## config.mk

```make
export PLATFORM = sky130hd
export DESIGN_NAME = stop_mode_recovery_control
export DESIGN_NICKNAME = d
export VERILOG_FILES = /design/src/pkg/stop_recovery_pkg.sv /design/src/core/stop_mode_recovery_control.sv
export VERILOG_INCLUDE_DIRS = /design/src /design/src/pkg
export SDC_FILE = /design/constraint.sdc
export NUM_CORES = 1
export LEC_CHECK = 0
export ABC_AREA = 1
export BUFFER_PORTS_ARGS = -buffer_cell sky130_fd_sc_hd__buf_2
export CAP_MARGIN = 20
export CORE_MARGIN = 2
export CORE_UTILIZATION = 49
export CTS_BUF_LIST = sky130_fd_sc_hd__clkbuf_8
export CTS_CLUSTER_SIZE = 16
export DETAILED_ROUTE_END_ITERATION = 16
export PLACE_DENSITY = 0.75
export SKIP_LAST_GASP = 1
export SLEW_MARGIN = 30
export SYNTH_ARGS = -nofsm -noshare
export SYNTH_HDL_FRONTEND = slang
export SYNTH_SLANG_ARGS = --single-unit
```

## constraint.sdc

```tcl
create_clock -name core_clk_in -period 4.5 [get_ports core_clk_in]
set_input_delay 0.225 -clock core_clk_in [delete_from_list [all_inputs] [get_ports core_clk_in]]
set_output_delay 0.225 -clock core_clk_in [all_outputs]
set_load 0.01 [all_outputs]
```

## src/pkg/stop_recovery_params.svh

```systemverilog
// Timing and width constants for the stop-mode recovery sequencer.
// Assumes inclusion by bare name from the package and the design.
`ifndef STOP_RECOVERY_PARAMS_SVH
`define STOP_RECOVERY_PARAMS_SVH
`define RECOVERY_CNT_WIDTH 12
`define RECOVERY_LONG_CYCLES 4096
`define RECOVERY_SHORT_CYCLES 32
`endif

```

## src/pkg/stop_recovery_pkg.sv

```systemverilog
// Types shared by the stop-mode recovery sequencer.
// Assumes stop_recovery_params.svh is on the include path.
`include "stop_recovery_params.svh"
package stop_recovery_pkg;
  typedef enum logic [1:0] {
    RUN_ST,
    STOP_ST,
    RECOVER_ST
  } stop_state_type;
  typedef logic [`RECOVERY_CNT_WIDTH-1:0] recovery_count_type;
endpackage : stop_recovery_pkg

```

## src/core/stop_mode_recovery_control.sv

```systemverilog
// Stop-mode entry and recovery sequencer of the system integration unit.
// Assumes core_clk_in is the crystal reference; all inputs are same-domain.
//
// Overview of operation
// - In stop, recovery counter held at zero and CPU and peripheral clocks gated off
// - Stop entry without oscillator keep bit also disables both clockgen outputs
// - Clocks stay off after wake until recovery delay fully counted
// - Stop is left only on reset request or stop-active interrupt
// - Interrupt wake delays 32 cycles if short recovery set, else 4096
// - Interrupt stacking starts only once recovery delay has elapsed
// - Reset wake always uses the long 4096-cycle delay
// - Counter held reset from stop instruction until recovery, then counts
// - Twelve-bit recovery counter advancing once per crystal reference cycle
// - Stop instruction clears the processor interrupt mask
`include "stop_recovery_params.svh"
module stop_mode_recovery_control #(
  parameter int LONG_CYCLES = `RECOVERY_LONG_CYCLES,
  parameter int SHORT_CYCLES = `RECOVERY_SHORT_CYCLES
) (
  // Clock and reset
  input wire logic core_clk_in,
  input wire logic nrst_in,
  // Processor and wake sources
  input wire logic stop_exec_in,
  input wire logic wake_irq_in,
  input wire logic reset_req_in,
  // Configuration
  input wire logic stop_oscillator_keep_enable_in,
  input wire logic short_recovery_select_in,
  // Clock gating
  output logic cpu_clk_en_out,
  output logic periph_clk_en_out,
  output logic clockgen_bus_output_en_out,
  output logic clockgen_crystal_reference_en_out,
  // Sequence status
  output logic stop_mode_out,
  output logic irq_mask_clear_out,
  output logic stack_start_out,
  output logic reset_release_out,
  output stop_recovery_pkg::recovery_count_type recovery_count_out
);
  import stop_recovery_pkg::*;

  // ****************************************
  // Terminal count
  // ****************************************
  function automatic recovery_count_type term_count(input logic long_sel);
    term_count = long_sel ? recovery_count_type'(LONG_CYCLES - 1) :
      recovery_count_type'(SHORT_CYCLES - 1);
  endfunction : term_count

  // ****************************************
  // Sequencer state
  // ****************************************
  stop_state_type st_q, st_d;
  recovery_count_type cnt_q, cnt_d;
  logic long_q, long_d;
  logic wake_rst_q, wake_rst_d;
  logic osc_off_q, osc_off_d;
  logic clk_en_q, clk_en_d;
  logic mclr_q, mclr_d;
  logic stack_q, stack_d;
  logic rrel_q, rrel_d;

  always_comb begin
    st_d = st_q;
    cnt_d = cnt_q;
    long_d = long_q;
    wake_rst_d = wake_rst_q;
    osc_off_d = osc_off_q;
    mclr_d = 1'b0;
    stack_d = 1'b0;
    rrel_d = 1'b0;
    unique case (st_q)
      RUN_ST: begin
        // Free-running outside stop, as after any reset
        cnt_d = cnt_q + 1'b1;
        if (stop_exec_in) begin
          st_d = STOP_ST;
          cnt_d = '0;
          mclr_d = 1'b1;
          osc_off_d = !stop_oscillator_keep_enable_in;
        end
      end
      STOP_ST: begin
        cnt_d = '0;
        // Reset checked first so it always forces the long delay
        if (reset_req_in) begin
          st_d = RECOVER_ST;
          long_d = 1'b1;
          wake_rst_d = 1'b1;
          osc_off_d = 1'b0;
        end else if (wake_irq_in) begin
          st_d = RECOVER_ST;
          long_d = !short_recovery_select_in;
          wake_rst_d = 1'b0;
          osc_off_d = 1'b0;
        end
      end
      RECOVER_ST: begin
        cnt_d = cnt_q + 1'b1;
        if (cnt_q == term_count(long_q)) begin
          st_d = RUN_ST;
          cnt_d = '0;
          stack_d = !wake_rst_q;
          rrel_d = wake_rst_q;
        end else if (reset_req_in) begin
          // Late reset upgrades a short interrupt recovery
          long_d = 1'b1;
          wake_rst_d = 1'b1;
        end
      end
    endcase
    clk_en_d = (st_d == RUN_ST);
  end

  always_ff @(posedge core_clk_in) begin
    if (!nrst_in) begin
      st_q <= RUN_ST;
      cnt_q <= '0;
      long_q <= 1'b1;
      wake_rst_q <= 1'b0;
      osc_off_q <= 1'b0;
      clk_en_q <= 1'b1;
      mclr_q <= 1'b0;
      stack_q <= 1'b0;
      rrel_q <= 1'b0;
    end else begin
      st_q <= st_d;
      cnt_q <= cnt_d;
      long_q <= long_d;
      wake_rst_q <= wake_rst_d;
      osc_off_q <= osc_off_d;
      clk_en_q <= clk_en_d;
      mclr_q <= mclr_d;
      stack_q <= stack_d;
      rrel_q <= rrel_d;
    end
  end

  assign cpu_clk_en_out = clk_en_q;
  assign periph_clk_en_out = clk_en_q;
  assign clockgen_bus_output_en_out = !osc_off_q;
  assign clockgen_crystal_reference_en_out = !osc_off_q;
  assign stop_mode_out = (st_q == STOP_ST);
  assign irq_mask_clear_out = mclr_q;
  assign stack_start_out = stack_q;
  assign reset_release_out = rrel_q;
  assign recovery_count_out = cnt_q;

  // ****************************************
  // Checks
  // ****************************************
  // Helper: length of the recovery just finished
  logic [12:0] rec_len_q, rec_len_d;
  // Helper: wake asked for short recovery and no reset joined in
  logic exp_short_q, exp_short_d;
  always_comb begin
    rec_len_d = (st_q == RECOVER_ST) ? rec_len_q + 13'h1 : 13'h0;
    exp_short_d = 1'b0;
    if (st_q == STOP_ST) begin
      exp_short_d = wake_irq_in && !reset_req_in &&
        short_recovery_select_in;
    end else if (st_q == RECOVER_ST) begin
      exp_short_d = exp_short_q && !reset_req_in;
    end
  end
  always_ff @(posedge core_clk_in) begin
    if (!nrst_in) begin
      rec_len_q <= 13'h0;
      exp_short_q <= 1'b0;
    end else begin
      rec_len_q <= rec_len_d;
      exp_short_q <= exp_short_d;
    end
  end
endmodule : stop_mode_recovery_control

```

* Yosys cells after proc, flatten, opt, wreduce, memory -nomap -nowiden
Cells that the tools add are included.
** Word-level totals
- Flip-flop bits (word level) :: 21
- Latch bits :: 0
- Memory bits (writable) :: 0
- ROM bits :: 0
- Input port bits :: 7
- Output and inout port bits :: 20
- Logic and storage cells :: 50
- Memories :: 0
** Operators by class
- Add/sub/neg operators :: 1
- Multiply operators :: 0
- Divide/modulo/power cells :: 0
- $lt $le $gt $ge :: 0
- Equality and inequality tests :: 7
- Shifts and indexed selects :: 0
- Mux-type cells :: 21
- Bitwise logic cells :: 0
- Reductions and logical operators :: 12
** Operator list (count)
- $mux W12 :: 3
- $pmux W12 S3 :: 1
- $add A12 B1 Y12 const B :: 1
- $eq A12 B12 Y1 :: 1
- $mux W1 :: 9
- $mux W2 :: 4
- $ne A2 B2 Y1 const B :: 3
- $pmux W1 S2 :: 3
- $pmux W2 S3 :: 1
- $reduce_and A3 Y1 :: 2
- $logic_not A1 Y1 :: 4
- $logic_not A2 Y1 :: 2
- $reduce_and A4 Y1 :: 1
- $reduce_bool A2 Y1 :: 2
- $ne A3 B3 Y1 const B :: 1
- $eq A2 B1 Y1 const B :: 1
- $eq A2 B2 Y1 const B :: 1
- $reduce_and A2 Y1 :: 1

* Longest topological paths before layout
Gate-level depths: netlist of the first run.
- Word-level depth :: 5
- Gate-level depth with buffers :: 10
- Gate-level depth less buffers :: 10

* Worst setup path after synthesis of the first run
Ideal clock, no wire load.
- Path type :: register -> output
- Start point :: register st_q[1]
- End point :: output port stop_mode_out
- Arrival :: 658 ps
- Required time :: 4275 ps
- Slack :: 3617 ps
- Stages on the path, launching flop included :: 3
- Path buffers :: 0
- Cell sequence :: dfxtp_1 > inv_1 > ha_1
** Between the ends
- Longest elaborated chain between the ends :: 1
** Ends and longest elaborated chain
- from (decl) :: line stop_mode_recovery_control.sv:55 : stop_state_type st_q, st_d;
- from (signal assigned) :: line stop_mode_recovery_control.sv:129 : st_q <= st_d;
- $eq A2 B1 Y1 :: line stop_mode_recovery_control.sv:145 : assign stop_mode_out = (st_q == STOP_ST);
- to (decl) :: line stop_mode_recovery_control.sv:36 : output logic stop_mode_out,
No other way between the ends.

==> impl_metrics.yaml, run 1 <==
run_status:
  status: "finished, final reports clean"
cts:
  cts_inserted_buffers: 3
  cts-root-buf: "clkbuf_8"
  cts_sinks: 21
  post_cts_buffers: 0
  clock_latency_ns: 0.26
  post_cts_resized: 0
  clkTransAtPathRegs_ns: 0.07
  htreeDepth: 1
  cts_buffer_depth: 2
  postCtsHoldBufs: 0
  cts_tree: "built"
worst_setup_path:
  cp_max_fo: 8
  worstPathCellList: "inv_1 > ha_1 > or2_2 > nor2_1 > inv_1 > nand2_2 > inv_2 > nor2_1"
  start_kind: "flip-flop"
  cp_slowest_cell: "dfxtp_1"
  required_ns: 4.70
  worstSetupPathType: "flip-flop to flip-flop"
  end_kind: "flip-flop"
  cpLargestDelayFamily: "simple AND/OR/NAND/NOR gates"
  arrival_ns: 1.90
  path_buf_inv: 3
  slowest_delay_ns: 0.35
drt:
  drt_iter0_markers: 33
  vias_per_cell: 4.87
  remaining_drc_errors: 0
  ant_nets: 0
  routedWlPerCell_um: 10.4
  firstDrtPassIters: 4
  wirelength_um: 2040
  num_vias: 955
global_route:
  grt_start_max_net_pins: 12
  grt_pass1_wl_um: 3510
  antenna_found_initial: 0
  grt_pass1_vias: 849
  grt_use_total_pct: 17.8
  grt-ovfl-total: 0
synthesis:
  ys_async_sr_fraction_pct: 0
  yosysWarnings: 0
  synthMuxAreaShare_pct: 0
  yosysUniqueCellTypes: 28
  seq_area_frac_synth_pct: 39.4
  synth_ff_type: "dfxtp_1"
  synth-edff-count: 0
  synth_xor_area_share_pct: 4.92
  syn_inst: 141
  synth_top_family_by_area: "simple AND/OR/NAND/NOR gates"
  syn_nets: 152
  ys_ff_latch: 21
  yosys.area_share.simple_pct: 33.5
  synth_compound_area_share_pct: 8.68
  synthAdderAreaFrac_pct: 4.69
  synth_area_per_cell_um2: 7.57
  netlist_area_mm2: 0.00107
placed_design:
  placed_cell_area_mm2: 0.00122
  place_hpwl_um: 1580
  place_worst_setup_slack_ns: 2.84
  place.gp.congestion: 0.899
  port_buffers: 26
sta:
  layout_min_cycle_time_ns: 1.70
  setup-violations-final: 0
  worst_pin_slew_ns: 0.275
  fmax_ghz: 0.587
  drv_slew: 0
  fin_crit_sh_pct: 37.8
  setup_tns_ns: 0
  finClkSkew_ns: 0.00114
  slew-limit-headroom_pct: 81.6
  finalWorstSetupSlack_ns: 2.80
  hold_viol: 0
  rsz0062_at_grt: "false"
  holdWs_ns: 0.216
cells_and_area:
  design_area_mm2: 0.00126
  largest_reg_flops: 12
  final_util_pct: 63.0
  diodes: 0
  drive_above_1_share_pct: 29.0
  nets: 181
  mostFrequentLayoutCell: "buf_2"
  area_growth_pct: 18.2
  final_cell_mix: "buf_2, nor2_1, nand2_1"
power:
  leakage_nw: 0.567
  irDropWorstVdd_v: 0.000198
  power_density_mw_per_mm2: 289
die:
  die_w_um: 50.7
  floorplan.initialDensity_pct: 53.3
  die_area_mm2: 0.00257
  io_pins: 27
  row_count: 16
  core_area_mm2: 0.00200
  die_y_um: 50.7
job:
  maxCapViolCount: 0
min_path:
  hold_class: "primary input to flip-flop"
[per-layer routing]
metal	up-vias	wire (um)	part of all wire, %	global-route usage, %
li1	497	-	-	-
met1	420	965	47	22.2
met2	29	900	44	28.5
met3	9	105	5.1	3.57
met4	0	72	3.5	9.91
met5	-	0	0	0
[synthesized netlist by cell type, types with 2 or more instances]
master | number | area share [%]
nor2_1 | 24 | 8.4
nand2_1 | 22 | 7.7
dfxtp_1 | 21 | 39
inv_1 | 19 | 6.7
nand3_1 | 8 | 3.8
nand2_2 | 6 | 3.5
xor2_1 | 5 | 4.1
ha_1 | 4 | 4.7
o21ai_0 | 4 | 1.9
a21oi_1 | 3 | 1.4
nand4_1 | 3 | 1.8
nor2_2 | 3 | 1.8
buf_4 | 2 | 1.4
inv_2 | 2 | 0.70
nand3_2 | 2 | 1.9
[report_power, final]
group | internal [mW] | switching, mW | leakage [nW]
sequential | 0.192 | 0.00397 | 0.171
combinational | 0.0190 | 0.0292 | 0.369
clock | 0.0608 | 0.0588 | 0.0269
total | 0.272 | 0.0919 | 0.567
[cell type report]
cell class	instances	area (um2)
Fill cell	185	741
Tap cell	27	33.8
Clock buffer	3	41.3
Clock inverter	1	3.75
Timing Repair Buffer	26	130
Sequential cell	21	420
Multi-Input combinational cell	97	553
Inverter	21	78.8
[metrics by stage]
step / total power [mW] / std cells
2_1_floorplan: 0.235 / 141
3_3_place_gp: 0.247 / 192
3_5_place_dp: 0.249 / 192
4_1_cts: 0.367 / 196
5_1_grt: 0.379 / 196
6_report: 0.364 / 196
[worst paths after layout]
check | startpoint | end | slack [ns] | cells past startpoint
worst max-delay path | st_q[1] | recovery_count_out[2] | 2.80 | 8
worst min-delay path | nrst_in | long_q | 0.22 | 2
worst max register to register | st_q[1] | recovery_count_out[2] | 2.80 | 8
worst min register to register | wake_rst_q | reset_release_out | 0.46 | 2
[cells by family after synthesis]
group                    count (synthesis)
flip-flops                              21
adder cells (fa/ha/maj)                  4
AO/OA/AOI/OAI                           14
XOR/XNOR                                 6
AND/OR/NAND/NOR                         73
buffers and inverters                   23
Note: power is estimated with default switching activity, not from simulation.
==> inputs of run 2 (changes only) <==
==> constraint.sdc (replaced) <==
create_clock -name core_clk_in -period 1.59 [get_ports core_clk_in]
set_input_delay 0.0795 -clock core_clk_in [delete_from_list [all_inputs] [get_ports core_clk_in]]
set_output_delay 0.0795 -clock core_clk_in [all_outputs]
set_load 0.01 [all_outputs]
==> run 2 against run 1 <==
Net effect: critical path type unchanged; global-route usage fell by 0.19 points; clock skew up 0.0027 ns; cell count grew 2.0%; largest cell class unchanged; first-iteration DRC count unchanged; largest power group unchanged; register-to-register slack worse by 2.7 ns.
==> impl_metrics.yaml, run 2 (synthesis results as in run 1) <==
run_status:
  status: "finished, final reports clean"
cells_and_area:
  drive_above_1_share_pct: 35.8
  design_area_mm2: 0.00133
  multiInputGateArea_um2: 583
  largest_reg_flops: 12
  area_growth_pct: 24.5
  final_util_pct: 66.4
  final_cell_mix: "buf_2, nand2_1, nor2_1"
  diodes: 0
  final-seq-area_um2: 424
  nets: 185
  fillerInstances: 163
  mostFrequentLayoutCell: "buf_2"
die:
  core_area_mm2: 0.00200
  die_area_mm2: 0.00257
  floorplan.initialDensity_pct: 53.3
  row_count: 16
  die_w_um: 50.7
  io_pins: 27
  die_y_um: 50.7
global_route:
  grt_pass1_wl_um: 3510
  grt-ovfl-total: 0
  grt_pass1_vias: 869
  grt_start_max_net_pins: 13
  antenna_found_initial: 0
  grt_use_total_pct: 17.6
sta:
  fmax_ghz: 0.674
  worst_pin_slew_ns: 0.294
  slew-limit-headroom_pct: 80.3
  fin_crit_sh_pct: 93.2
  setup-violations-final: 0
  rsz0062_at_grt: "true"
  finClkSkew_ns: 0.00387
  drv_slew: 0
  layout_min_cycle_time_ns: 1.48
  hold_viol: 0
power:
  power_density_mw_per_mm2: 788
  irDropWorstVdd_v: 0.000536
  power_mw: 1.05
  leakage_nw: 0.587
drt:
  vias_per_cell: 4.85
  wirelength_um: 2050
  num_vias: 969
  drt_iter0_markers: 33
  routedWlPerCell_um: 10.2
  remaining_drc_errors: 0
  ant_nets: 0
  firstDrtPassIters: 4
cts:
  cts_tree: "built"
  clock_latency_ns: 0.25
  htreeDepth: 1
  cts_sinks: 21
  cts-root-buf: "clkbuf_8"
  cts_inserted_buffers: 3
  cts_buffer_depth: 2
  clkTransAtPathRegs_ns: 0.08
  postCtsHoldBufs: 0
worst_setup_path:
  arrival_ns: 1.67
  reg2regPathDepth: 8
  end_kind: "flip-flop"
  reg2reg_slack_ns: 0.11
  worstSetupPathType: "flip-flop to flip-flop"
  reg2reg_from: "st_q[0]"
  cp_max_fo: 8
  required_ns: 1.78
  start_kind: "flip-flop"
  cp-startpoint: "st_q[0]"
  r2r_end: "recovery_count_out[1]"
min_path:
  min_to: "long_q"
  hp-start: "nrst_in"
  hold_depth: 2
  hold_class: "primary input to flip-flop"
placed_design:
  port_buffers: 26
  place_hpwl_um: 1610
  placed_cell_area_mm2: 0.00123
  place.gp.congestion: 0.903
job:
  maxCapViolCount: 0
## run 2: cell types whose count changed in the layout (fill, tap and decap cells not counted), moves of 2 or more
cell	delta
buf_4	+4
dfxtp_1	-3
dfxtp_2	+3
nor2_1	-3
inv_1	-2
nor2_2	+2
## run 2: critical path, cell delays in order, from the launching register on
cell	delay, ns
dfxtp_1	0.33
inv_1	0.07
ha_1	0.29
or2_2	0.33
nor2_4	0.12
inv_2	0.05
nand2_4	0.08
inv_4	0.06
nor2_1	0.08
## run 2: area by class of cell
cell class | instances | share of cell area, %
Timing Repair Buffer | 30 | 12.1
Clock inverter | 1 | 0.377
Sequential cell | 21 | 31.9
Inverter | 21 | 6.12
Clock buffer | 3 | 3.11
Multi-Input combinational cell | 97 | 43.9
Tap cell | 27 | 2.54
## run 2: how the worst max path moves through the flow
| stage | end | depth (start not counted) |
|---|---|---|
| CTS | recovery_count_out[1] | 8 |
| global route | recovery_count_out[1] | 8 |
| floorplan | recovery_count_out[0] | 8 |
| finish | recovery_count_out[1] | 8 |
| detailed placement | recovery_count_out[1] | 8 |
| global placement | recovery_count_out[2] | 8 |
## run 2: repair_timing
action,4_1_cts,5_1_grt
gates resized for setup,1,12
setup endpoints to repair,3,12
pin swaps,0,5
setup buffers,0,2
## run 2: through the flow
stage	setup slack [ns]	std cells	TNS, ns	hold WS [ns]
6_report	0.107	200	0	0.0755
5_1_grt	-0.00508	200	-0.00508	0.0863
4_1_cts	0.0303	198	0	0.0680
3_5_place_dp	0.00243	194	0	0.332
3_3_place_gp	0.100	194	0	0.331
2_1_floorplan	0.123	141	0	0.164
## run 2: metal layers
layer	part of all wire (%)	track usage, %	up-vias
li1	-	-	504
met5	0	0	-
met1	47	21.1	439
met3	4.4	3.57	2
met4	0.63	4.05	0
met2	48	32.0	24
## run 2: where the power goes
part / internal (mW) / switching (mW)
logic: 0.0623 / 0.0879
registers: 0.545 / 0.0116
clock network: 0.174 / 0.166
==> inputs of run 3 (changes only) <==
--- a/config.mk
+++ b/config.mk
@@ -15,7 +15,7 @@
 export CTS_CLUSTER_SIZE = 16
 export DETAILED_ROUTE_END_ITERATION = 16
 export PLACE_DENSITY = 0.75
-export SKIP_LAST_GASP = 1
+export SKIP_CTS_REPAIR_TIMING = 1
 export SLEW_MARGIN = 30
 export SYNTH_ARGS = -nofsm -noshare
 export SYNTH_HDL_FRONTEND = slang
==> constraint.sdc (replaced) <==
create_clock -name core_clk_in -period 1.7 [get_ports core_clk_in]
set_input_delay 0.085 -clock core_clk_in [delete_from_list [all_inputs] [get_ports core_clk_in]]
set_output_delay 0.085 -clock core_clk_in [all_outputs]
set_load 0.01 [all_outputs]
==> run 3 against run 2 <==
Net effect: via count is 1.9% higher; largest cell class unchanged; critical path depth stayed put; count of clock-buffer cells in the layout unchanged; non-clock buffer count fell by 3.
==> impl_metrics.yaml, run 3 (synthesis results as in run 1) <==
sta:
  hold_viol: 0
  drv_slew: 0
  slew-limit-headroom_pct: 80.2
  fin_crit_sh_pct: 94.2
  fmax_ghz: 0.624
  rsz0062_at_grt: "true"
  setup-violations-final: 0
  worst_pin_slew_ns: 0.296
  finClkSkew_ns: 0.00437
  layout_min_cycle_time_ns: 1.60
cells_and_area:
  diodes: 0
  nets: 182
  largest_reg_flops: 12
  multiInputGateArea_um2: 556
  final-seq-area_um2: 422
  area_growth_pct: 19.3
  mostFrequentLayoutCell: "buf_2"
  final_cell_mix: "buf_2, nor2_1, nand2_1"
  layout.cells.non_filler: 197
  drive_above_1_share_pct: 31.2
  fillerInstances: 185
die:
  die_y_um: 50.7
  io_pins: 27
  die_w_um: 50.7
  row_count: 16
  floorplan.initialDensity_pct: 53.3
  core_area_mm2: 0.00200
  die_area_mm2: 0.00257
drt:
  routedWlPerCell_um: 11.2
  drt_iter0_markers: 22
  remaining_drc_errors: 0
  ant_nets: 0
  wirelength_um: 2200
  num_vias: 987
  firstDrtPassIters: 4
  vias_per_cell: 5.01
worst_setup_path:
  start_kind: "flip-flop"
  cpLargestDelayFamily: "simple AND/OR/NAND/NOR gates"
  required_ns: 1.90
  r2r_end: "recovery_count_out[2]"
  cp_slowest_cell: "dfxtp_1"
  reg2reg_slack_ns: 0.1
  crit_top_cell: "inv_1"
  end_kind: "flip-flop"
  path_buf_inv: 3
  slowest_delay_ns: 0.35
  worstSetupPathType: "flip-flop to flip-flop"
  worstPathCellList: "inv_1 > ha_1 > or2_2 > nor2_2 > inv_1 > nand2_2 > inv_2 > nor2_1"
  cp_max_fo: 8
  reg2reg_from: "st_q[0]"
  reg2regPathDepth: 8
  arrival_ns: 1.80
min_path:
  hold_depth: 2
  hold_class: "primary input to flip-flop"
  min_to: "long_q"
  hp-start: "nrst_in"
cts:
  htreeDepth: 1
  cts_tree: "built"
  cts_buffer_depth: 2
  cts-root-buf: "clkbuf_8"
  clock_latency_ns: 0.26
  cts_inserted_buffers: 3
  clkTransAtPathRegs_ns: 0.08
  cts_sinks: 21
power:
  irDropWorstVdd_v: 0.000616
  power_mw: 0.979
  power_density_mw_per_mm2: 769
  leakage_nw: 0.571
placed_design:
  place.gp.congestion: 0.876
  place_hpwl_um: 1740
  port_buffers: 26
  placed_cells: 193
global_route:
  grt_pass1_vias: 971
  grt_use_total_pct: 19.1
  grt_start_max_net_pins: 13
  antenna_found_initial: 0
  grt_pass1_wl_um: 3680
  grt-ovfl-total: 0
job:
  maxCapViolCount: 0
run_status:
  status: "finished, final reports clean"
==> run 3: cell count changes in the layout (fill, tap and decap cells not counted), sizes merged <==
cell / before / now
buf: 30 / 27
==> run 3: worst max path at each step <==
stage | slack (ns) | endpoint | cells after the start | startpoint
finish | 0.1 | recovery_count_out[2] | 8 | st_q[0]
global route | -0.0004 | recovery_count_out[9] | 8 | st_q[0]
CTS | 0.05 | recovery_count_out[2] | 8 | st_q[1]
detailed placement | 0.08 | recovery_count_out[2] | 8 | st_q[1]
global placement | 0.20 | recovery_count_out[3] | 8 | st_q[1]
floorplan | 0.23 | recovery_count_out[0] | 8 | st_q[1]
==> run 3: cell type report <==
class	instances	share of cell area, %
multi-input cells	97	43.6
well taps	27	2.65
clock buffers	3	3.24
repair buffers	27	10.8
flip-flops and latches	21	33.1
inverters	21	6.19
clock inverters	1	0.393
==> run 3: where the power goes <==
| group | internal, mW | switching, mW |
|---|---|---|
| Combinational | 0.0534 | 0.0806 |
| Sequential | 0.509 | 0.0113 |
| Clock | 0.163 | 0.161 |
==> run 3: per-stage QoR <==
step           hold WS, ns  setup TNS [ns]  util, %  worst slack, ns  instance area (um2)
6_report            0.0824               0     63.6           0.0981                 1270
5_1_grt             0.0871       -0.000404     63.6        -0.000404                 1270
4_1_cts             0.0641               0     63.4           0.0499                 1270
3_5_place_dp         0.339               0     61.1           0.0764                 1220
3_3_place_gp         0.338               0     61.1            0.195                 1220
2_1_floorplan        0.169               0        -            0.233                 1070
==> run 3: layer usage <==
metal	track usage [%]	up-vias	routed length, um
li1	-	500	-
met1	18.6	455	885
met2	36.2	28	1180
met3	3.57	4	107
met4	12.2	0	27
met5	0	-	0
==> run 3: worst reg2reg max path, cell delays in order, from the launching register on <==
cell     delay [ns]
dfxtp_1        0.35
inv_1          0.08
ha_1           0.31
or2_2          0.30
nor2_2         0.12
inv_1          0.08
nand2_2        0.11
inv_2          0.08
nor2_1         0.11
